**src/verilog/thermal_sensor_pkg.sv**
```systemverilog
// shared constants and types for the temperature monitor serial slave
package thermal_sensor_pkg;

    // fixed upper nibble of the seven bit slave address
    localparam logic [3:0] ADDR_FIXED = 4'h9;

    // selector codes in bits 1:0 of the register selector
    localparam logic [1:0] SEL_AMBIENT = 2'h0;
    localparam logic [1:0] SEL_CONFIG = 2'h1;
    localparam logic [1:0] SEL_RELEASE = 2'h2;
    localparam logic [1:0] SEL_TRIP = 2'h3;

    // field positions inside the configuration byte
    localparam int CFG_SHUTDOWN_POS = 0;
    localparam int CFG_MODE_POS = 1;
    localparam int CFG_POL_POS = 2;
    localparam int CFG_QUEUE_LSB = 3;

    // values after reset
    localparam logic [7:0] CONFIG_RESET = 8'h00;
    localparam logic [1:0] SELECTOR_RESET = 2'h0;
    localparam logic [15:0] AMBIENT_RESET = 16'h0000;
    localparam logic [15:0] TRIP_RESET = 16'h3200;
    localparam logic [15:0] RELEASE_RESET = 16'h2D00;

    // reading layout: nine bit value sits in bits 15:7
    localparam int READING_W = 9;
    localparam int READING_LSB = 7;

    // fault queue depths for codes 0..3, and conversion buffer shape
    localparam logic [2:0] QUEUE_DEPTH_0 = 3'h1;
    localparam logic [2:0] QUEUE_DEPTH_1 = 3'h2;
    localparam logic [2:0] QUEUE_DEPTH_2 = 3'h4;
    localparam logic [2:0] QUEUE_DEPTH_3 = 3'h6;
    localparam int SAMPLE_FIFO_DEPTH = 16;

    // sampled bus lines
    typedef struct packed {
        logic scl;
        logic sda;
    } bus_lines_t;

    // configuration byte layout
    typedef struct packed {
        logic [2:0] zero;
        logic [1:0] queue;
        logic polarity;
        logic mode;
        logic shutdown;
    } config_t;

    // serial engine states
    typedef enum logic [2:0] {
        ST_IDLE,
        ST_RECV,
        ST_ACK,
        ST_SEND,
        ST_HOST_ACK
    } link_state_t;

endpackage

```
**src/verilog/thermal_sensor_serial_slave.sv**
```systemverilog
// serial slave, register set, alert logic and conversion buffer
// Summary of operation
// start is data falling while clock high
// stop is data rising while clock high
// receiver pulls data low on ninth clock
// idle bus: device releases both lines
// data changes only while clock low
// device is slave, never drives clock
// all bytes shifted most significant first
// host frames: start, address, data, stop
// ignore bus until a start is seen
// acknowledge only fixed nibble plus straps
// address bit zero: one read, zero write
// device pulls data low on ninth clock
// acknowledge every data byte written
// selector low bits choose target register
// config bit 0 selects shutdown
// config bit 1 selects interrupt mode
// config bit 2 selects alert polarity
// config bits 4:3 set fault queue
// reading is nine bits in 15:7
// trip and release thresholds read write
// two's complement, half degree per count
// reading updates after each conversion
// comparator: set above trip, clear below release
// interrupt mode: any read clears alert
// shutdown halts conversions, bus still works
// interrupt mode: shutdown entry clears alert
// first write byte selects, rest write register
// selector holds its value between accesses
`timescale 1ns/10ps

module sample_fifo
    import thermal_sensor_pkg::*;
#(
    parameter int WIDTH = 9,
    parameter int DEPTH = 16
)
(
    // clock and reset
    input wire logic clk,
    input wire logic rst_n,
    // filling side
    input wire logic in_valid,
    input wire logic [WIDTH-1:0] in_data,
    output logic in_ready,
    // draining side
    output logic out_valid,
    output logic [WIDTH-1:0] out_data,
    input wire logic out_ready
);
    localparam int AW = $clog2(DEPTH);

    logic [WIDTH-1:0] mem [DEPTH];
    logic [AW-1:0] wr_q, wr_d, rd_q, rd_d;
    logic [AW:0] cnt_q, cnt_d;
    logic full_q, full_d;
    logic push, pop;

    // full is registered so the ready seen upstream is a flop
    always_comb
    begin
        push = in_valid && !full_q;
        pop = out_valid && out_ready;
        wr_d = push ? wr_q + 1'b1 : wr_q;
        rd_d = pop ? rd_q + 1'b1 : rd_q;
        cnt_d = cnt_q + {{AW{1'b0}}, push} - {{AW{1'b0}}, pop};
        full_d = (cnt_d == (AW+1)'(DEPTH));
    end

    always_ff @(posedge clk)
    begin
        if (!rst_n)
        begin
            wr_q <= '0;
            rd_q <= '0;
            cnt_q <= '0;
            full_q <= 1'b0;
        end
        else
        begin
            wr_q <= wr_d;
            rd_q <= rd_d;
            cnt_q <= cnt_d;
            full_q <= full_d;
        end
    end

    // storage has no reset; only written words are ever read
    always_ff @(posedge clk)
    begin
        if (push)
            mem[wr_q] <= in_data;
    end

    assign in_ready = !full_q;
    assign out_valid = (cnt_q != '0);
    assign out_data = mem[rd_q];
endmodule

`timescale 1ns/10ps

module thermal_sensor_serial_slave
    import thermal_sensor_pkg::*;
(
    // system clock and reset
    input wire logic CLK_SYS,
    input wire logic RST_N,
    // two wire bus, clock is input only
    input wire logic SCL,
    input wire logic SDA_I,
    output logic SDA_O,
    output logic SDA_OE,
    // address straps
    input wire logic STRAP_ADDR_BIT2,
    input wire logic STRAP_ADDR_BIT1,
    input wire logic STRAP_ADDR_BIT0,
    // conversion results from the converter
    input wire logic SAMPLE_VALID,
    input wire logic [READING_W-1:0] SAMPLE_DATA,
    output logic SAMPLE_READY,
    // alert pin level
    output logic ALERT_OUTPUT
);
    // fault queue code to number of agreeing conversions
    function automatic logic [2:0] queue_need(input logic [1:0] code);
        unique case (code)
            2'h0: queue_need = QUEUE_DEPTH_0;
            2'h1: queue_need = QUEUE_DEPTH_1;
            2'h2: queue_need = QUEUE_DEPTH_2;
            2'h3: queue_need = QUEUE_DEPTH_3;
        endcase
    endfunction

    // synchronisers: stage one feeds stage two only
    bus_lines_t s1_q, s2_q, s3_q;
    logic [2:0] strap_s1_q, strap_s2_q;
    logic scl_rise, scl_fall, start_seen, stop_seen;

    always_ff @(posedge CLK_SYS)
    begin
        if (!RST_N)
        begin
            s1_q <= '1;
            s2_q <= '1;
            s3_q <= '1;
            strap_s1_q <= '0;
            strap_s2_q <= '0;
        end
        else
        begin
            s1_q <= '{scl: SCL, sda: SDA_I};
            s2_q <= s1_q;
            s3_q <= s2_q;
            strap_s1_q <= {STRAP_ADDR_BIT2, STRAP_ADDR_BIT1, STRAP_ADDR_BIT0};
            strap_s2_q <= strap_s1_q;
        end
    end

    // edges on the bus; data moving while clock high is start or stop
    always_comb
    begin
        scl_rise = s2_q.scl && !s3_q.scl;
        scl_fall = !s2_q.scl && s3_q.scl;
        start_seen = s2_q.scl && s3_q.scl && s3_q.sda && !s2_q.sda;
        stop_seen = s2_q.scl && s3_q.scl && !s3_q.sda && s2_q.sda;
    end

    // serial engine and register set
    link_state_t st_q, st_d;
    logic [2:0] cnt_q, cnt_d;
    logic [7:0] sh_q, sh_d;
    logic full_q, full_d;
    logic is_addr_q, is_addr_d;
    logic rd_q, rd_d;
    logic [1:0] widx_q, widx_d;
    logic ridx_q, ridx_d;
    logic oe_q, oe_d;
    logic [1:0] sel_q, sel_d;
    config_t cfg_q, cfg_d;
    logic [15:0] amb_q, amb_d, trip_q, trip_d, rel_q, rel_d;
    logic read_pulse;
    logic [15:0] sel_word;
    logic [7:0] tx_byte;
    logic conv_take;
    logic [READING_W-1:0] conv_data;
    logic conv_valid;

    // selected register for reads; unused low reading bits read zero
    always_comb
    begin
        unique case (sel_q)
            SEL_AMBIENT: sel_word = {amb_q[15:READING_LSB], 7'h00};
            SEL_CONFIG: sel_word = {cfg_q, cfg_q};
            SEL_RELEASE: sel_word = {rel_q[15:READING_LSB], 7'h00};
            SEL_TRIP: sel_word = {trip_q[15:READING_LSB], 7'h00};
        endcase
        tx_byte = ridx_q ? sel_word[7:0] : sel_word[15:8];
    end

    always_comb
    begin
        st_d = st_q;
        cnt_d = cnt_q;
        sh_d = sh_q;
        full_d = full_q;
        is_addr_d = is_addr_q;
        rd_d = rd_q;
        widx_d = widx_q;
        ridx_d = ridx_q;
        oe_d = oe_q;
        sel_d = sel_q;
        cfg_d = cfg_q;
        trip_d = trip_q;
        rel_d = rel_q;
        read_pulse = 1'b0;
        // new reading each completed conversion
        amb_d = conv_take ? {conv_data, 7'h00} : amb_q;
        if (stop_seen)
        begin
            st_d = ST_IDLE;
            oe_d = 1'b0;
        end
        else if (start_seen)
        begin
            // also covers a repeated start inside a frame
            st_d = ST_RECV;
            oe_d = 1'b0;
            cnt_d = '0;
            full_d = 1'b0;
            is_addr_d = 1'b1;
            widx_d = '0;
            ridx_d = 1'b0;
        end
        else
        begin
            unique case (st_q)
                ST_IDLE: oe_d = 1'b0;
                ST_RECV:
                begin
                    if (scl_rise)
                    begin
                        sh_d = {sh_q[6:0], s2_q.sda};
                        cnt_d = cnt_q + 3'h1;
                        full_d = (cnt_q == 3'h7);
                    end
                    else if (scl_fall && full_q)
                    begin
                        // byte done: act on falling edge so ack meets R05
                        full_d = 1'b0;
                        if (is_addr_q)
                        begin
                            if (sh_q[7:1] == {ADDR_FIXED, strap_s2_q})
                            begin
                                rd_d = sh_q[0];
                                oe_d = 1'b1;
                                st_d = ST_ACK;
                            end
                            else
                                st_d = ST_IDLE;
                        end
                        else
                        begin
                            unique case (widx_q)
                                2'h0: sel_d = sh_q[1:0];
                                2'h1:
                                begin
                                    unique case (sel_q)
                                        SEL_CONFIG: cfg_d = sh_q;
                                        SEL_RELEASE: rel_d[15:8] = sh_q;
                                        SEL_TRIP: trip_d[15:8] = sh_q;
                                        SEL_AMBIENT: ; // read only
                                    endcase
                                end
                                default:
                                begin
                                    unique case (sel_q)
                                        SEL_RELEASE: rel_d[7:0] = sh_q;
                                        SEL_TRIP: trip_d[7:0] = sh_q;
                                        default: ;
                                    endcase
                                end
                            endcase
                            if (widx_q != 2'h3)
                                widx_d = widx_q + 2'h1;
                            oe_d = 1'b1;
                            st_d = ST_ACK;
                        end
                    end
                end
                ST_ACK:
                begin
                    // after the ninth clock, on its falling edge: release, or on a read drive the first data bit
                    if (scl_fall)
                    begin
                        cnt_d = '0;
                        if (is_addr_q && rd_q)
                        begin
                            read_pulse = 1'b1;
                            sh_d = tx_byte;
                            oe_d = !tx_byte[7];
                            ridx_d = 1'b1;
                            st_d = ST_SEND;
                        end
                        else
                        begin
                            oe_d = 1'b0;
                            st_d = ST_RECV;
                        end
                        is_addr_d = 1'b0;
                    end
                end
                ST_SEND:
                begin
                    // shift only while clock low, stable through high
                    if (scl_fall)
                    begin
                        cnt_d = cnt_q + 3'h1;
                        sh_d = {sh_q[6:0], 1'b0};
                        if (cnt_q == 3'h7)
                        begin
                            oe_d = 1'b0;
                            full_d = 1'b0;
                            st_d = ST_HOST_ACK;
                        end
                        else
                            oe_d = !sh_q[6];
                    end
                end
                ST_HOST_ACK:
                begin
                    // host ack keeps the read going, no ack ends it
                    if (scl_rise)
                    begin
                        if (s2_q.sda)
                            st_d = ST_IDLE;
                        else
                            full_d = 1'b1;
                    end
                    else if (scl_fall && full_q)
                    begin
                        full_d = 1'b0;
                        cnt_d = '0;
                        sh_d = tx_byte;
                        oe_d = !tx_byte[7];
                        ridx_d = !ridx_q;
                        st_d = ST_SEND;
                    end
                end
            endcase
        end
    end

    always_ff @(posedge CLK_SYS)
    begin
        if (!RST_N)
        begin
            st_q <= ST_IDLE;
            cnt_q <= '0;
            sh_q <= '0;
            full_q <= 1'b0;
            is_addr_q <= 1'b0;
            rd_q <= 1'b0;
            widx_q <= '0;
            ridx_q <= 1'b0;
            oe_q <= 1'b0;
            sel_q <= SELECTOR_RESET;
            cfg_q <= CONFIG_RESET;
            amb_q <= AMBIENT_RESET;
            trip_q <= TRIP_RESET;
            rel_q <= RELEASE_RESET;
        end
        else
        begin
            st_q <= st_d;
            cnt_q <= cnt_d;
            sh_q <= sh_d;
            full_q <= full_d;
            is_addr_q <= is_addr_d;
            rd_q <= rd_d;
            widx_q <= widx_d;
            ridx_q <= ridx_d;
            oe_q <= oe_d;
            sel_q <= sel_d;
            cfg_q <= cfg_d;
            amb_q <= amb_d;
            trip_q <= trip_d;
            rel_q <= rel_d;
        end
    end

    // open drain data: only ever pulled low, clock never driven
    assign SDA_O = 1'b0;
    assign SDA_OE = oe_q;

    // conversion buffer; shutdown stalls the drain so it fills
    assign conv_take = conv_valid && !cfg_q.shutdown;

    sample_fifo #(
        .WIDTH(READING_W),
        .DEPTH(SAMPLE_FIFO_DEPTH)
    ) u_fifo (
        .clk(CLK_SYS),
        .rst_n(RST_N),
        .in_valid(SAMPLE_VALID),
        .in_data(SAMPLE_DATA),
        .in_ready(SAMPLE_READY),
        .out_valid(conv_valid),
        .out_data(conv_data),
        .out_ready(!cfg_q.shutdown)
    );

    // alert engine: fault queue counters and the alert state
    logic [2:0] hi_cnt_q, hi_cnt_d, lo_cnt_q, lo_cnt_d;
    logic act_q, act_d, want_lo_q, want_lo_d, shut_q;
    logic pin_q, pin_d;
    logic above, below, hi_ok, lo_ok;

    always_comb
    begin
        // signed compare of nine bit half degree values
        above = $signed(conv_data) > $signed(trip_q[15:READING_LSB]);
        below = $signed(conv_data) < $signed(rel_q[15:READING_LSB]);
        hi_cnt_d = hi_cnt_q;
        lo_cnt_d = lo_cnt_q;
        if (conv_take)
        begin
            // counters saturate at six, the deepest queue
            hi_cnt_d = !above ? 3'h0 :
                (hi_cnt_q == QUEUE_DEPTH_3) ? hi_cnt_q : hi_cnt_q + 3'h1;
            lo_cnt_d = !below ? 3'h0 :
                (lo_cnt_q == QUEUE_DEPTH_3) ? lo_cnt_q : lo_cnt_q + 3'h1;
        end
        hi_ok = conv_take && above &&
            (hi_cnt_d >= queue_need(cfg_q.queue));
        lo_ok = conv_take && below &&
            (lo_cnt_d >= queue_need(cfg_q.queue));
        act_d = act_q;
        want_lo_d = want_lo_q;
        if (!cfg_q.mode)
        begin
            // comparator keeps its level through shutdown
            want_lo_d = 1'b0;
            if (hi_ok)
                act_d = 1'b1;
            else if (lo_ok)
                act_d = 1'b0;
        end
        else
        begin
            // an event in the read cycle wins over the clear
            if (read_pulse)
                act_d = 1'b0;
            if (cfg_q.shutdown && !shut_q)
                act_d = 1'b0;
            if (!want_lo_q && hi_ok)
            begin
                act_d = 1'b1;
                want_lo_d = 1'b1;
            end
            else if (want_lo_q && lo_ok)
            begin
                act_d = 1'b1;
                want_lo_d = 1'b0;
            end
        end
        pin_d = !(act_d ^ cfg_q.polarity);
    end

    always_ff @(posedge CLK_SYS)
    begin
        if (!RST_N)
        begin
            hi_cnt_q <= '0;
            lo_cnt_q <= '0;
            act_q <= 1'b0;
            want_lo_q <= 1'b0;
            shut_q <= 1'b0;
            pin_q <= 1'b1;
        end
        else
        begin
            hi_cnt_q <= hi_cnt_d;
            lo_cnt_q <= lo_cnt_d;
            act_q <= act_d;
            want_lo_q <= want_lo_d;
            shut_q <= cfg_q.shutdown;
            pin_q <= pin_d;
        end
    end

    assign ALERT_OUTPUT = pin_q;
endmodule
```
**config.mk**
```make
export PLATFORM = sky130hd
export DESIGN_NAME = thermal_sensor_serial_slave
export DESIGN_NICKNAME = d
export VERILOG_FILES = /design/src/verilog/thermal_sensor_pkg.sv /design/src/verilog/thermal_sensor_serial_slave.sv
export SDC_FILE = /design/constraint.sdc
export NUM_CORES = 1
export LEC_CHECK = 0
export ABC_CLOCK_PERIOD_IN_PS = 4400
export BUFFER_PORTS_ARGS = -buffer_cell sky130_fd_sc_hd__buf_2
export CAP_MARGIN = 10
export CORE_MARGIN = 3
export CORE_UTILIZATION = 50
export DETAILED_ROUTE_END_ITERATION = 8
export PLACE_DENSITY = 0.69
export SKIP_LAST_GASP = 1
export SLEW_MARGIN = 20
export SYNTH_ARGS = -nofsm -noshare
export SYNTH_HDL_FRONTEND = slang
export SYNTH_SLANG_ARGS = --single-unit
```
**constraint.sdc**
```tcl
create_clock -name CLK_SYS -period 4.4 [get_ports CLK_SYS]
set_clock_uncertainty 0.2 [all_clocks]
set_input_delay 0.22 -clock CLK_SYS [delete_from_list [all_inputs] [get_ports CLK_SYS]]
set_output_delay 0.22 -clock CLK_SYS [all_outputs]
set_load 0.05 [all_outputs]
```
# After elaboration in Yosys (flattened, before gate mapping)
# Memory sizes are Yosys's and may differ from the RTL's. A register that Yosys moved wholly into a read port is not among the register bits.
# Index checks and enable logic that the tools add are counted.
# totals
regBits	108
mem_count	1
in_bits	17
mem_bits_rw	144
# mem_list
memory	words	width	read_ports	rd_ports_with_merged_regs	write_ports	line	rtl
u_fifo.mem	16	9	1	1	1	thermal_sensor_serial_slave.sv:54	logic [WIDTH-1:0] mem [DEPTH];
# classes
mux	88
reduce_logical	65
order_cmp	4
n_eq_ne	43
n_bitwise	7
addsub	8
# ops
cell	n
$pmux W16 S4	1
$mux W3	21
$mux W8	7
$reduce_and A8 Y1	7
$mux W1	42
$ne A3 B3 Y1 const B	12
$pmux W3 S4	3
$pmux W8 S4	1
$reduce_and A7 Y1	4
$ne A2 B2 Y1 const B	11
$logic_and A1 B1 Y1	18
$mux W2	8
$eq A3 B3 Y1 const B	4
$logic_not A1 Y1	12
$ne A4 B4 Y1 const B	3
$reduce_and A6 Y1	2
$reduce_bool A2 Y1	6
$reduce_bool A5 Y1	2
$add A3 B1 Y3 const B	3
$gt A9 B9 Y1	1
$lt A9 B9 Y1	1
$reduce_and A9 Y1	1
$add A4 B1 Y4 const B	2
$eq A2 B2 Y1 const B	4
other kinds (25)	39

# Longest topological paths before layout
# Gate-level depths: netlist (run 1).
# logic_depth
ltp_word	13
depth_mapped	20

# By module
# Synthesis (run 1) repeated with hierarchy kept, for this count alone.
# hier_totals
cells_unflattened	872
hier_area_um2	10964.3
# modules_own_cells
module	area_per_inst_um2	seq_area_each_um2	n_inst	cells_per_inst
sample_fifo	6443.7	4684.5	1	330
thermal_sensor_serial_slave	4520.6	1601.5	1	542

# Worst setup path before layout (run 1)
# OpenSTA, ideal clock, no wires.
# synth_path
kind	reg2reg
from	register (tool-made name)
to	register pin_q, in the netlist ALERT_OUTPUT
path_buffers	2
required_ns	4.067
setup_time_ns	0.133
synth_period_minus_slack_ns	4.841
path_slack_ns	-0.441
arrival_ns	4.508
path_stages_with_launch	21
cell_sequence	dfxtp_1 > buf_4 > buf_2 > mux4_2 > mux4_2 > ha_1 > a21oi_1 > o21ai_0 > a211oi_1 > nand3_2 > nand2_1 > and3_1 > o22ai_1 > ha_1 > nand2b_1 > a31oi_1 > nand2b_1 > a31oi_1 > nand2_1 > and4_1 > o21ai_1
# synth_rtl
item	line	rtl
end signal, assigned	thermal_sensor_serial_slave.sv:488	pin_q <= pin_d;
end, declared	thermal_sensor_serial_slave.sv:416	logic pin_q, pin_d;

==> results of run 1 <==
area by class of cell:
class	count	area share (%)
sequential	242	48.02
multi-input combinational	547	34.71
timing repair buffer	90	6.256
clock buffer	31	5.263
tap	275	2.627
clock inverter	15	1.776
inverter	47	1.347
critical path: stages, from the launching register on:
cell and delay, ns:
sky130_fd_sc_hd__dfxtp_4 0.44, sky130_fd_sc_hd__buf_12 0.15, sky130_fd_sc_hd__mux4_2 0.53, sky130_fd_sc_hd__mux4_2 0.54, sky130_fd_sc_hd__ha_4 0.31, sky130_fd_sc_hd__nand2_4 0.05
sky130_fd_sc_hd__buf_6 0.11, sky130_fd_sc_hd__or3_4 0.40, sky130_fd_sc_hd__a21oi_4 0.17, sky130_fd_sc_hd__nand2_4 0.08, sky130_fd_sc_hd__a21oi_2 0.15, sky130_fd_sc_hd__nor2_1 0.07
sky130_fd_sc_hd__ha_1 0.33, sky130_fd_sc_hd__a21o_1 0.20, sky130_fd_sc_hd__a31oi_4 0.19, sky130_fd_sc_hd__nand2b_4 0.16, sky130_fd_sc_hd__a31oi_1 0.07, sky130_fd_sc_hd__nand2_1 0.14
sky130_fd_sc_hd__and4_1 0.19, sky130_fd_sc_hd__o21ai_1 0.07
power breakdown:
| group | internal [uW] | switching, uW |
|---|---|---|
| Sequential | 2550 | 112 |
| Combinational | 1310 | 1170 |
| Clock | 1420 | 896 |
flip-flops by register name (all words and copies together) (netlist names), 2 cells and up, named ones only:
name and flops:
amb_q 9, strap_s2_q 3, s3_q 2, cfg_q 8, u_fifo.rd_q 4, u_fifo.cnt_q 5
widx_q 2, cnt_q 3, u_fifo.wr_q 4, hi_cnt_q 3, rel_q 9, lo_cnt_q 3
s2_q 2, u_fifo.mem 144, sel_q 2, trip_q 9, st_q 3, strap_s1_q 3
sh_q 8, s1_q 2
logic make-up after synthesis:
group	Yosys count	synth area share (%)
adders and majority gates	44	5.091
other	1	0.03421
AOI/OAI and AO/OA	146	8.515
DFF	242	57.35
and+or+nand+nor	255	11.45
muxes	87	13.25
xor gates and xnor gates	14	1.119
buffers and inverters	89	3.196
cells in the mapped netlist (9+ instances only):
library cell               number
sky130_fd_sc_hd__a21o_1        10
sky130_fd_sc_hd__a21oi_1       48
sky130_fd_sc_hd__a31oi_1       10
sky130_fd_sc_hd__and2_1        14
sky130_fd_sc_hd__clkbuf_1      30
sky130_fd_sc_hd__dfxtp_1       98
sky130_fd_sc_hd__edfxtp_1     144
sky130_fd_sc_hd__ha_1          43
sky130_fd_sc_hd__inv_1         46
sky130_fd_sc_hd__mux2i_1       36
sky130_fd_sc_hd__mux4_2        46
sky130_fd_sc_hd__nand2_1       65
sky130_fd_sc_hd__nand2b_1      25
sky130_fd_sc_hd__nand3_1        9
sky130_fd_sc_hd__nor2_1        75
sky130_fd_sc_hd__nor2b_1       10
sky130_fd_sc_hd__nor3_1        17
sky130_fd_sc_hd__o21ai_0       27
sky130_fd_sc_hd__xor2_1         9
layer usage:
| metal | part of all wire (%) | global-route usage, % |
|---|---|---|
| met3 | 4.4 | 2.618 |
| met1 | 41 | 26.93 |
| met5 | 0 | 0 |
| met2 | 51 | 37.33 |
| met4 | 3.5 | 7.780 |
placed cells by master, fill, tap and decap left out, types with 26 or more instances in the layout:
master                        n
sky130_fd_sc_hd__a21oi_1     39
sky130_fd_sc_hd__buf_4       39
sky130_fd_sc_hd__clkbuf_16   26
sky130_fd_sc_hd__dfxtp_1     96
sky130_fd_sc_hd__edfxtp_1   144
sky130_fd_sc_hd__ha_1        37
sky130_fd_sc_hd__inv_1       46
sky130_fd_sc_hd__mux2i_1     36
sky130_fd_sc_hd__mux4_2      46
sky130_fd_sc_hd__nand2_1     63
sky130_fd_sc_hd__nor2_1      74
worst max-delay path by stage:
stage	startpoint	to	slack (ns)	cells past startpoint
after floorplan	flop	ALERT_OUTPUT	-0.05	19
after global placement	flop	ALERT_OUTPUT	-0.25	18
after detailed placement	flop	ALERT_OUTPUT	-0.42	18
after CTS	flop	ALERT_OUTPUT	-0.31	20
after global routing	flop	ALERT_OUTPUT	-0.54	19
final	flop	ALERT_OUTPUT	-0.31	19
repair_timing:
item,CTS,global route
gates resized for setup,23,13
hold buffers,19,0
endpoints found under the hold margin,157,0
cloned,2,0
buffers inserted,5,6
pin swaps,19,16
setup endpoints to repair,3,3
per-stage QoR:
step	hold slack [ns]	worst slack, ns
final	0.06267	-0.3133
after global routing	0.1158	-0.5353
after CTS	0.04206	-0.3105
after detailed placement	0.1964	-0.4170
after global placement	0.1892	-0.2539
after floorplan	0.1189	-0.04776
==> impl_table.tex, run 1 <==
\begin{tabular}{lr}
\hline
Metric & Value \\
\hline
\multicolumn{2}{l}{\textbf{Power}} \\
IR drop worst, VDD & 0.3489 mV \\
Leakage power figure & 0.004887 uW \\
Total power divided by cell area & 569.2 nW/um\^{}2 \\
Pwr Total & 7456 uW \\
\multicolumn{2}{l}{\textbf{GRT}} \\
Congestion Overflow GR & 0 \\
Antenna violations before repair & 0 \\
Total global-route track usage & 21.20\% \\
Vias in the first global route & 7,091 \\
Wire length of the first global-routing pass & 39,610 um \\
Largest net degree at the start of global routing & 55 \\
\multicolumn{2}{l}{\textbf{Yosys}} \\
Synth Cell Area & 10,960 sq um \\
Synthesized instance count & 878 \\
Post-Syn Area per Cell & 12.48 sq um \\
Count of flip-flops with a built-in enable after synthesis & 144 \\
Post-synthesis register bit count & 242 \\
Commonest register cell after synthesis & sky130\_fd\_sc\_hd\_\_edfxtp\_1 \\
Netlist cell types & 66 \\
Asr flop ratio synth & 0\% \\
Dominant cell type by area after synthesis & sky130\_fd\_sc\_hd\_\_edfxtp\_1 \\
Fraction of post-synthesis cell area in the top cell type by area & 39.45\% \\
Mapped Nets & 939 \\
Sequential area share after synthesis & 57.35\% \\
Leading post-synthesis cells by cell area & sky130\_fd\_sc\_hd\_\_edfxtp\_1 (39\%), sky130\_fd\_sc\_hd\_\_dfxtp\_1 (18\%), sky130\_fd\_sc\_hd\_\_mux4\_2 (9.5\%) \\
Synthesis Warnings & 0 \\
\multicolumn{2}{l}{\textbf{Status}} \\
Violations in the final reports & setup timing \\
Result of the run & finished with violations \\
\multicolumn{2}{l}{\textbf{Timing}} \\
Final count of hold timing violations & 0 \\
Final worst slack & -0.3133 ns \\
Unrepaired setup endpoints after global routing & true \\
Share of the clock period used by the worst path & 107.1\% \\
Actual slew at the worst max-slew pin & 1.165 ns \\
Slew Limit Fails & 0 \\
Setup TNS Final & -0.5441 ns \\
Worst max-slew margin expressed relative to the limit & 22.07\% \\
Time the worst path needs with I/O delays and setup & 4.713 ns \\
Top achievable clock speed & 0.2122 GHz \\
Final Setup Violations & 3 \\
\multicolumn{2}{l}{\textbf{Detailed routing}} \\
Total detailed-routing wirelength & 24,840 um \\
Routed length per placed instance & 19.92 um \\
Drt initial violations & 579 \\
Average via count per standard cell & 5.717 \\
Routed vias & 7,129 \\
Final ANT Viol Nets & 0 \\
Count of TritonRoute iterations in the first routing pass & 5 \\
DRC violations left & 0 \\
\multicolumn{2}{l}{\textbf{Die}} \\
Overall die height & 154.1 um \\
Initial Util & 51.50\% \\
Die Area & 23,740 sq um \\
Standard cell core area & 21,290 sq um \\
Row count & 53 \\
Floorplan die width & 154.1 um \\
Count of boundary I/O pins & 21 \\
\multicolumn{2}{l}{\textbf{Min path}} \\
Class of the most critical hold timing path & input pin to flop \\
Hold path startpoint & SAMPLE\_VALID \\
Worst hold endpoint & u\_fifo.wr\_q[0] \\
Hold-critical path depth & 4 \\
\multicolumn{2}{l}{\textbf{Finish}} \\
Syn-to-layout area delta & 19.51\% \\
Final cell count without fillers & 1,247 \\
Cell area after layout & 13,100 sq um \\
Fraction of layout cells with a size suffix above 1 & 21.50\% \\
Antenna cell count & 0 \\
Multi-input gate area in the final layout & 4547 sq um \\
Final \#Nets & 1,015 \\
Fillers & 1,600 \\
Utilization after layout & 61.54\% \\
Area taken by flip-flops and latches & 6291 sq um \\
\multicolumn{2}{l}{\textbf{Clocking}} \\
Cts bufs inserted & 26 \\
Maximum level of the CTS H-tree & 1 \\
Clock tree from TritonCTS & done \\
Largest buffer count on any clock path & 3 \\
Clock latency of the later-clocked register in the worst-skew pair & 0.55 ns \\
Number of clock sinks & 242 \\
Register clock-pin slew on the reported worst setup and hold paths & 0.06 ns \\
Root buffer selected by CTS & sky130\_fd\_sc\_hd\_\_clkbuf\_16 \\
\multicolumn{2}{l}{\textbf{Worst setup path}} \\
Worst-path fanout max & 6 \\
Data required, critical path & 4.60 ns \\
Startpoint Class & flop \\
Crit path capture type & flop \\
Number of cells on the worst reg-to-reg path & 19 \\
Arrival time worst endpoint & 4.91 ns \\
Worst flop-to-flop path endpoint & ALERT\_OUTPUT \\
Worst setup slack for register-to-register paths & -0.31 ns \\
Worst setup path category & flop to flop \\
\multicolumn{2}{l}{\textbf{Placement}} \\
HPWL after detailed placement & 15,530 um \\
Cell Area, Placed & 11,690 sq um \\
Routability Congestion & 0.8200 \\
Number of buffer cells added on primary ports & 19 \\
Placed cells & 1,171 \\
\multicolumn{2}{l}{\textbf{Job}} \\
Max-cap viol count & 0 \\
\hline
\end{tabular}
No activity file was read; power rests on OpenSTA's default activity.
==> inputs of run 2 (changes only) <==
- CELL_PAD_IN_SITES_DETAIL_PLACEMENT: unset -> 1
- CELL_PAD_IN_SITES_GLOBAL_PLACEMENT: unset -> 1
- CORE_UTILIZATION: 50 -> 47
- PLACE_DENSITY: 0.69 -> 0.77
==> impl_table.tex, run 2 (synthesis results as in run 1) <==
\begin{tabular}{lr}
\hline
Metric & Value \\
\hline
\multicolumn{2}{l}{\textbf{Status}} \\
Result of the run & finished with violations \\
Violations in the final reports & setup timing \\
\multicolumn{2}{l}{\textbf{Clocking}} \\
Maximum level of the CTS H-tree & 1 \\
Clock tree from TritonCTS & done \\
Number of clock sinks & 242 \\
Root buffer selected by CTS & sky130\_fd\_sc\_hd\_\_clkbuf\_16 \\
Register clock-pin slew on the reported worst setup and hold paths & 0.07 ns \\
Cts bufs inserted & 25 \\
Clock latency of the later-clocked register in the worst-skew pair & 0.54 ns \\
Largest buffer count on any clock path & 3 \\
\multicolumn{2}{l}{\textbf{Placement}} \\
HPWL after detailed placement & 18,640 um \\
Minimum setup slack after placement & -0.4682 ns \\
Routability Congestion & 0.8060 \\
Number of buffer cells added on primary ports & 19 \\
\multicolumn{2}{l}{\textbf{GRT}} \\
Wire length of the first global-routing pass & 45,350 um \\
Vias in the first global route & 7,839 \\
Antenna violations before repair & 0 \\
Congestion Overflow GR & 0 \\
Largest net degree at the start of global routing & 44 \\
Total global-route track usage & 22.65\% \\
\multicolumn{2}{l}{\textbf{Power}} \\
IR drop worst, VDD & 0.3896 mV \\
Leakage power figure & 0.004762 uW \\
Pwr Total & 7232 uW \\
Total power divided by cell area & 560.4 nW/um\^{}2 \\
\multicolumn{2}{l}{\textbf{Die}} \\
Floorplan die width & 158.7 um \\
Row count & 55 \\
Count of boundary I/O pins & 21 \\
Initial Util & 48.12\% \\
Die Area & 25,190 sq um \\
Overall die height & 158.7 um \\
Standard cell core area & 22,780 sq um \\
\multicolumn{2}{l}{\textbf{Worst setup path}} \\
Slowest cell on crit path & sky130\_fd\_sc\_hd\_\_mux4\_2 \\
Startpoint Class & flop \\
Critical path's top delay family & compound AO/OA/AOI/OAI gates \\
Worst-path fanout max & 9 \\
Sequence of cells on the critical path & buf\_12, buf\_4, mux4\_2, mux4\_2, buf\_4, ha\_1, nand3b\_1, a21o\_1, a31oi\_2, nor2\_1, buf\_4, o31ai\_1, ha\_1, a21o\_1, a21o\_1, and3\_1, o21ai\_0, and4\_1, o21ai\_1 \\
Critical Path Max Stage Delay & 0.54 ns \\
Data required, critical path & 4.59 ns \\
Worst setup path category & flop to flop \\
Buffers \& Inverters on Critical Path & 4 \\
Arrival time worst endpoint & 5.02 ns \\
Crit path capture type & flop \\
\multicolumn{2}{l}{\textbf{Detailed routing}} \\
Met2 WL post-DR & 15,170 um \\
Routed vias & 7,218 \\
Drt initial violations & 552 \\
Average via count per standard cell & 5.661 \\
Total detailed-routing wirelength & 28,740 um \\
Final ANT Viol Nets & 0 \\
Top routing layer in use & met4 \\
Count of TritonRoute iterations in the first routing pass & 5 \\
Detail Route met3 WL & 847 um \\
DRC violations left & 0 \\
Routed length per placed instance & 22.54 um \\
Post-route met1 wirelength & 12,020 um \\
\multicolumn{2}{l}{\textbf{Finish}} \\
Most common library cell in the layout ignoring fill and taps & sky130\_fd\_sc\_hd\_\_edfxtp\_1 \\
Commonest non-fill, non-tap cells in the layout & sky130\_fd\_sc\_hd\_\_edfxtp\_1 (144), sky130\_fd\_sc\_hd\_\_dfxtp\_1 (96), sky130\_fd\_sc\_hd\_\_nor2\_1 (74) \\
Antenna cell count & 0 \\
Top register by number of flip-flops & u\_fifo.mem \\
Final \#Nets & 1,004 \\
Fillers & 2,258 \\
Max reg flops & 144 \\
Fraction of layout cells with a size suffix above 1 & 20.27\% \\
Syn-to-layout area delta & 17.74\% \\
\multicolumn{2}{l}{\textbf{Min path}} \\
Class of the most critical hold timing path & input pin to flop \\
\multicolumn{2}{l}{\textbf{Timing}} \\
Final count of hold timing violations & 0 \\
Final Setup Violations & 3 \\
Setup TNS Final & -0.8276 ns \\
Actual slew at the worst max-slew pin & 1.064 ns \\
Share of the clock period used by the worst path & 109.7\% \\
Unrepaired setup endpoints after global routing & true \\
Time the worst path needs with I/O delays and setup & 4.828 ns \\
Slew Limit Fails & 0 \\
Worst max-slew margin expressed relative to the limit & 28.77\% \\
Final worst slack & -0.4284 ns \\
Top achievable clock speed & 0.2071 GHz \\
\multicolumn{2}{l}{\textbf{Job}} \\
Max-cap viol count & 0 \\
\hline
\end{tabular}
run 2: layout make-up:
cell class	instances	area [sq um]	area share, %
Sequential cell	242	6291	48.74
Multi-Input combinational cell	547	4551	35.26
Timing Repair Buffer	80	693.2	5.371
Clock buffer	28	636.9	4.935
Tap cell	313	391.6	3.034
Inverter	47	176.4	1.367
Clock inverter	18	166.4	1.289
run 2: path summary, 6_finish.rpt:
| check | slack, ns | cells after the start | endpoint | startpoint |
|---|---|---|---|---|
| setup reg to reg | -0.43 | 19 | ALERT_OUTPUT | flop |
| setup / recovery | -0.43 | 19 | ALERT_OUTPUT | flop |
| hold / removal | 0.08 | 4 | u_fifo.wr_q[0] | SAMPLE_VALID |
| hold reg to reg | 0.23 | 1 | s2_q[1] | s1_q[1] |
run 2: repair_timing:
item | 4_1_cts | 5_1_grt
cloned | 2 | 0
endpoints found under the setup margin | 3 | 3
hold buffers | 18 | 0
resized for setup | 15 | 15
endpoints found under the hold margin | 157 | 0
pin swaps | 17 | 19
buffers inserted | 11 | 5
run 2: power by group:
group	internal [uW]	switching [uW]
Combinational	1230	1230
Clock	1170	924
Sequential	2550	119
Total	4960	2270
run 2: through the flow:
stage          cell area, sq um  std cells  utilization (%)  hold WS [ns]
2_1_floorplan             11080        878                -        0.1189
3_3_place_gp              11620       1195            51.00        0.1923
3_5_place_dp              11620       1195            51.00        0.2034
4_1_cts                   12830       1272            56.33       0.05045
5_1_grt                   12910       1275            56.66        0.1071
6_report                  12910       1275            56.66       0.08000
run 2: metal layers:
layer | track usage, % | up-vias
li1 | - | 3369
met1 | 28.44 | 3692
met2 | 41.69 | 107
met3 | 2.974 | 50
met4 | 5.173 | 0
met5 | 0 | -
run 2: worst reg2reg max path: cells and delay by family (launching register included):
family / cells / cell delay (ns)
flops: 1 / 0.43
mux: 2 / 1.02
fa+ha+maj: 2 / 0.63
compound gates: 7 / 1.19
buf+inv: 4 / 0.62
simple gates: 4 / 0.62
==> inputs of run 3 (changes only) <==
- MAX_ROUTING_LAYER: unset -> met4
==> impl_table.tex, run 3 (synthesis results as in run 1) <==
\begin{tabular}{lr}
\hline
Metric & Value \\
\hline
\multicolumn{2}{l}{\textbf{Clocking}} \\
Clock latency of the later-clocked register in the worst-skew pair & 0.54 ns \\
Largest buffer count on any clock path & 3 \\
Number of clock sinks & 242 \\
Register clock-pin slew on the reported worst setup and hold paths & 0.07 ns \\
Root buffer selected by CTS & sky130\_fd\_sc\_hd\_\_clkbuf\_16 \\
Clock tree from TritonCTS & done \\
Cts bufs inserted & 25 \\
Maximum level of the CTS H-tree & 1 \\
\multicolumn{2}{l}{\textbf{Finish}} \\
Final \#Nets & 1,005 \\
Most common library cell in the layout ignoring fill and taps & sky130\_fd\_sc\_hd\_\_edfxtp\_1 \\
Fillers & 2,260 \\
Multi-input gate area in the final layout & 4556 sq um \\
Commonest non-fill, non-tap cells in the layout & sky130\_fd\_sc\_hd\_\_edfxtp\_1 (144), sky130\_fd\_sc\_hd\_\_dfxtp\_1 (96), sky130\_fd\_sc\_hd\_\_nor2\_1 (74) \\
Syn-to-layout area delta & 17.85\% \\
Area taken by flip-flops and latches & 6291 sq um \\
Max reg flops & 144 \\
Antenna cell count & 0 \\
Final cell count without fillers & 1,276 \\
Fraction of layout cells with a size suffix above 1 & 20.46\% \\
Top register by number of flip-flops & u\_fifo.mem \\
Utilization after layout & 56.72\% \\
\multicolumn{2}{l}{\textbf{Die}} \\
Initial Util & 48.12\% \\
Count of boundary I/O pins & 21 \\
Floorplan die width & 158.7 um \\
Overall die height & 158.7 um \\
Standard cell core area & 22,780 sq um \\
Row count & 55 \\
Die Area & 25,190 sq um \\
\multicolumn{2}{l}{\textbf{Timing}} \\
Final Setup Violations & 3 \\
Unrepaired setup endpoints after global routing & true \\
Final worst slack & -0.4066 ns \\
Worst max-slew margin expressed relative to the limit & 29.02\% \\
Top achievable clock speed & 0.2080 GHz \\
Time the worst path needs with I/O delays and setup & 4.807 ns \\
Slew Limit Fails & 0 \\
Share of the clock period used by the worst path & 109.2\% \\
Actual slew at the worst max-slew pin & 1.061 ns \\
Final count of hold timing violations & 0 \\
\multicolumn{2}{l}{\textbf{Placement}} \\
Routability Congestion & 0.8177 \\
HPWL after detailed placement & 18,640 um \\
Minimum setup slack after placement & -0.4682 ns \\
Placed cells & 1,195 \\
Number of buffer cells added on primary ports & 19 \\
\multicolumn{2}{l}{\textbf{Power}} \\
Share of power burned in registers & 36.8\% \\
Sw Ratio & 31.54\% \\
Combinational cell fraction of total power & 34.2\% \\
Power spent charging and discharging nets & 2288 uW \\
Pwr Total & 7255 uW \\
Total power divided by cell area & 561.6 nW/um\^{}2 \\
Internal power summed over all cells & 4967 uW \\
IR drop worst, VDD & 0.3879 mV \\
Clock power frac & 29.0\% \\
Leakage power figure & 0.004769 uW \\
\multicolumn{2}{l}{\textbf{GRT}} \\
Largest net degree at the start of global routing & 44 \\
Total global-route track usage & 23.28\% \\
Vias in the first global route & 7,837 \\
Antenna violations before repair & 0 \\
Congestion Overflow GR & 0 \\
Wire length of the first global-routing pass & 45,330 um \\
\multicolumn{2}{l}{\textbf{Detailed routing}} \\
Final ANT Viol Nets & 0 \\
Routed length per placed instance & 22.57 um \\
Count of TritonRoute iterations in the first routing pass & 5 \\
Average via count per standard cell & 5.693 \\
Routed vias & 7,264 \\
Drt initial violations & 473 \\
Total detailed-routing wirelength & 28,800 um \\
DRC violations left & 0 \\
\multicolumn{2}{l}{\textbf{Worst setup path}} \\
Worst setup path category & flop to flop \\
Crit path capture type & flop \\
Startpoint Class & flop \\
Worst-path fanout max & 7 \\
Arrival time worst endpoint & 5.01 ns \\
Data required, critical path & 4.60 ns \\
\multicolumn{2}{l}{\textbf{Job}} \\
Max-cap viol count & 0 \\
\multicolumn{2}{l}{\textbf{Min path}} \\
Hold path startpoint & SAMPLE\_VALID \\
Class of the most critical hold timing path & input pin to flop \\
\multicolumn{2}{l}{\textbf{Status}} \\
Violations in the final reports & setup timing \\
Result of the run & finished with violations \\
\hline
\end{tabular}
-- run 3: cell count changes in the layout (fill, tap and decap cells not counted) --
cell / previous run / this run
sky130_fd_sc_hd__o31ai_1: 2 / 1
sky130_fd_sc_hd__o31ai_2: 0 / 1
sky130_fd_sc_hd__buf_4: 34 / 35
-- run 3: worst max-delay path, stage by stage, from the launching register on --
cell,delay [ns]
sky130_fd_sc_hd__dfxtp_4,0.43
sky130_fd_sc_hd__buf_12,0.16
sky130_fd_sc_hd__mux4_2,0.53
sky130_fd_sc_hd__mux4_2,0.57
sky130_fd_sc_hd__ha_4,0.28
sky130_fd_sc_hd__a21oi_2,0.14
sky130_fd_sc_hd__o21ai_2,0.11
sky130_fd_sc_hd__a211oi_4,0.38
sky130_fd_sc_hd__nand3_2,0.19
sky130_fd_sc_hd__nand2_2,0.15
sky130_fd_sc_hd__buf_4,0.13
sky130_fd_sc_hd__a21oi_4,0.06
sky130_fd_sc_hd__nor2_4,0.14
sky130_fd_sc_hd__ha_4,0.21
sky130_fd_sc_hd__a21o_1,0.20
sky130_fd_sc_hd__a31oi_4,0.19
sky130_fd_sc_hd__nand2b_4,0.16
sky130_fd_sc_hd__a31oi_1,0.08
sky130_fd_sc_hd__nand2_1,0.13
sky130_fd_sc_hd__and4_1,0.18
sky130_fd_sc_hd__o21ai_1,0.06
-- run 3: what timing repair did --
item	in CTS	in global routing
setup buffers	11	6
hold buffers	18	0
cloned	2	0
hold endpoints to repair	157	0
setup endpoints to repair	3	3
pin swaps	17	19
gates resized for setup	15	16
-- run 3: final cells by class --
type,count,share of cell area [%]
flip-flops and latches,242,48.70
clock buffers,28,4.930
multi-input cells,547,35.26
repair buffers,81,5.424
well taps,313,3.031
clock inverters,18,1.288
inverters,47,1.366
-- run 3: final timing paths --
check | to | slack (ns) | cells past startpoint
min reg2reg | s2_q[1] | 0.22 | 1
min | u_fifo.wr_q[0] | 0.07 | 4
max | ALERT_OUTPUT | -0.41 | 20
max reg2reg | ALERT_OUTPUT | -0.41 | 20
-- run 3: power groups by stage --
stage	logic [uW]	registers, uW	clock network (uW)
5_1_grt	2710	2680	2230
3_5_place_dp	2060	2710	0
3_3_place_gp	1980	2700	0
2_1_floorplan	1490	2680	0
4_1_cts	2370	2670	2130
6_report	2480	2670	2100
-- run 3: through the flow --
step | hold WS, ns | instance area (sq um) | TNS (ns)
after global placement | 0.1923 | 11620 | -0.6212
after global routing | 0.1022 | 12920 | -1.449
after floorplan | 0.1189 | 11080 | -0.04776
after detailed placement | 0.2034 | 11620 | -0.9927
final | 0.07370 | 12920 | -0.8420
after CTS | 0.05045 | 12830 | -0.7776
-- run 3: routing by layer --
| layer | share of wire, % | up-vias | routed length [um] | track usage, % |
|---|---|---|---|---|
| met3 | 3.0 | 48 | 869 | 2.922 |
| met4 | 2.2 | 0 | 646 | 5.173 |
| li1 | - | 3373 | - | - |
| met2 | 53 | 137 | 15260 | 41.65 |
| met5 | 0 | - | 0 | - |
| met1 | 42 | 3706 | 12030 | 28.42 |
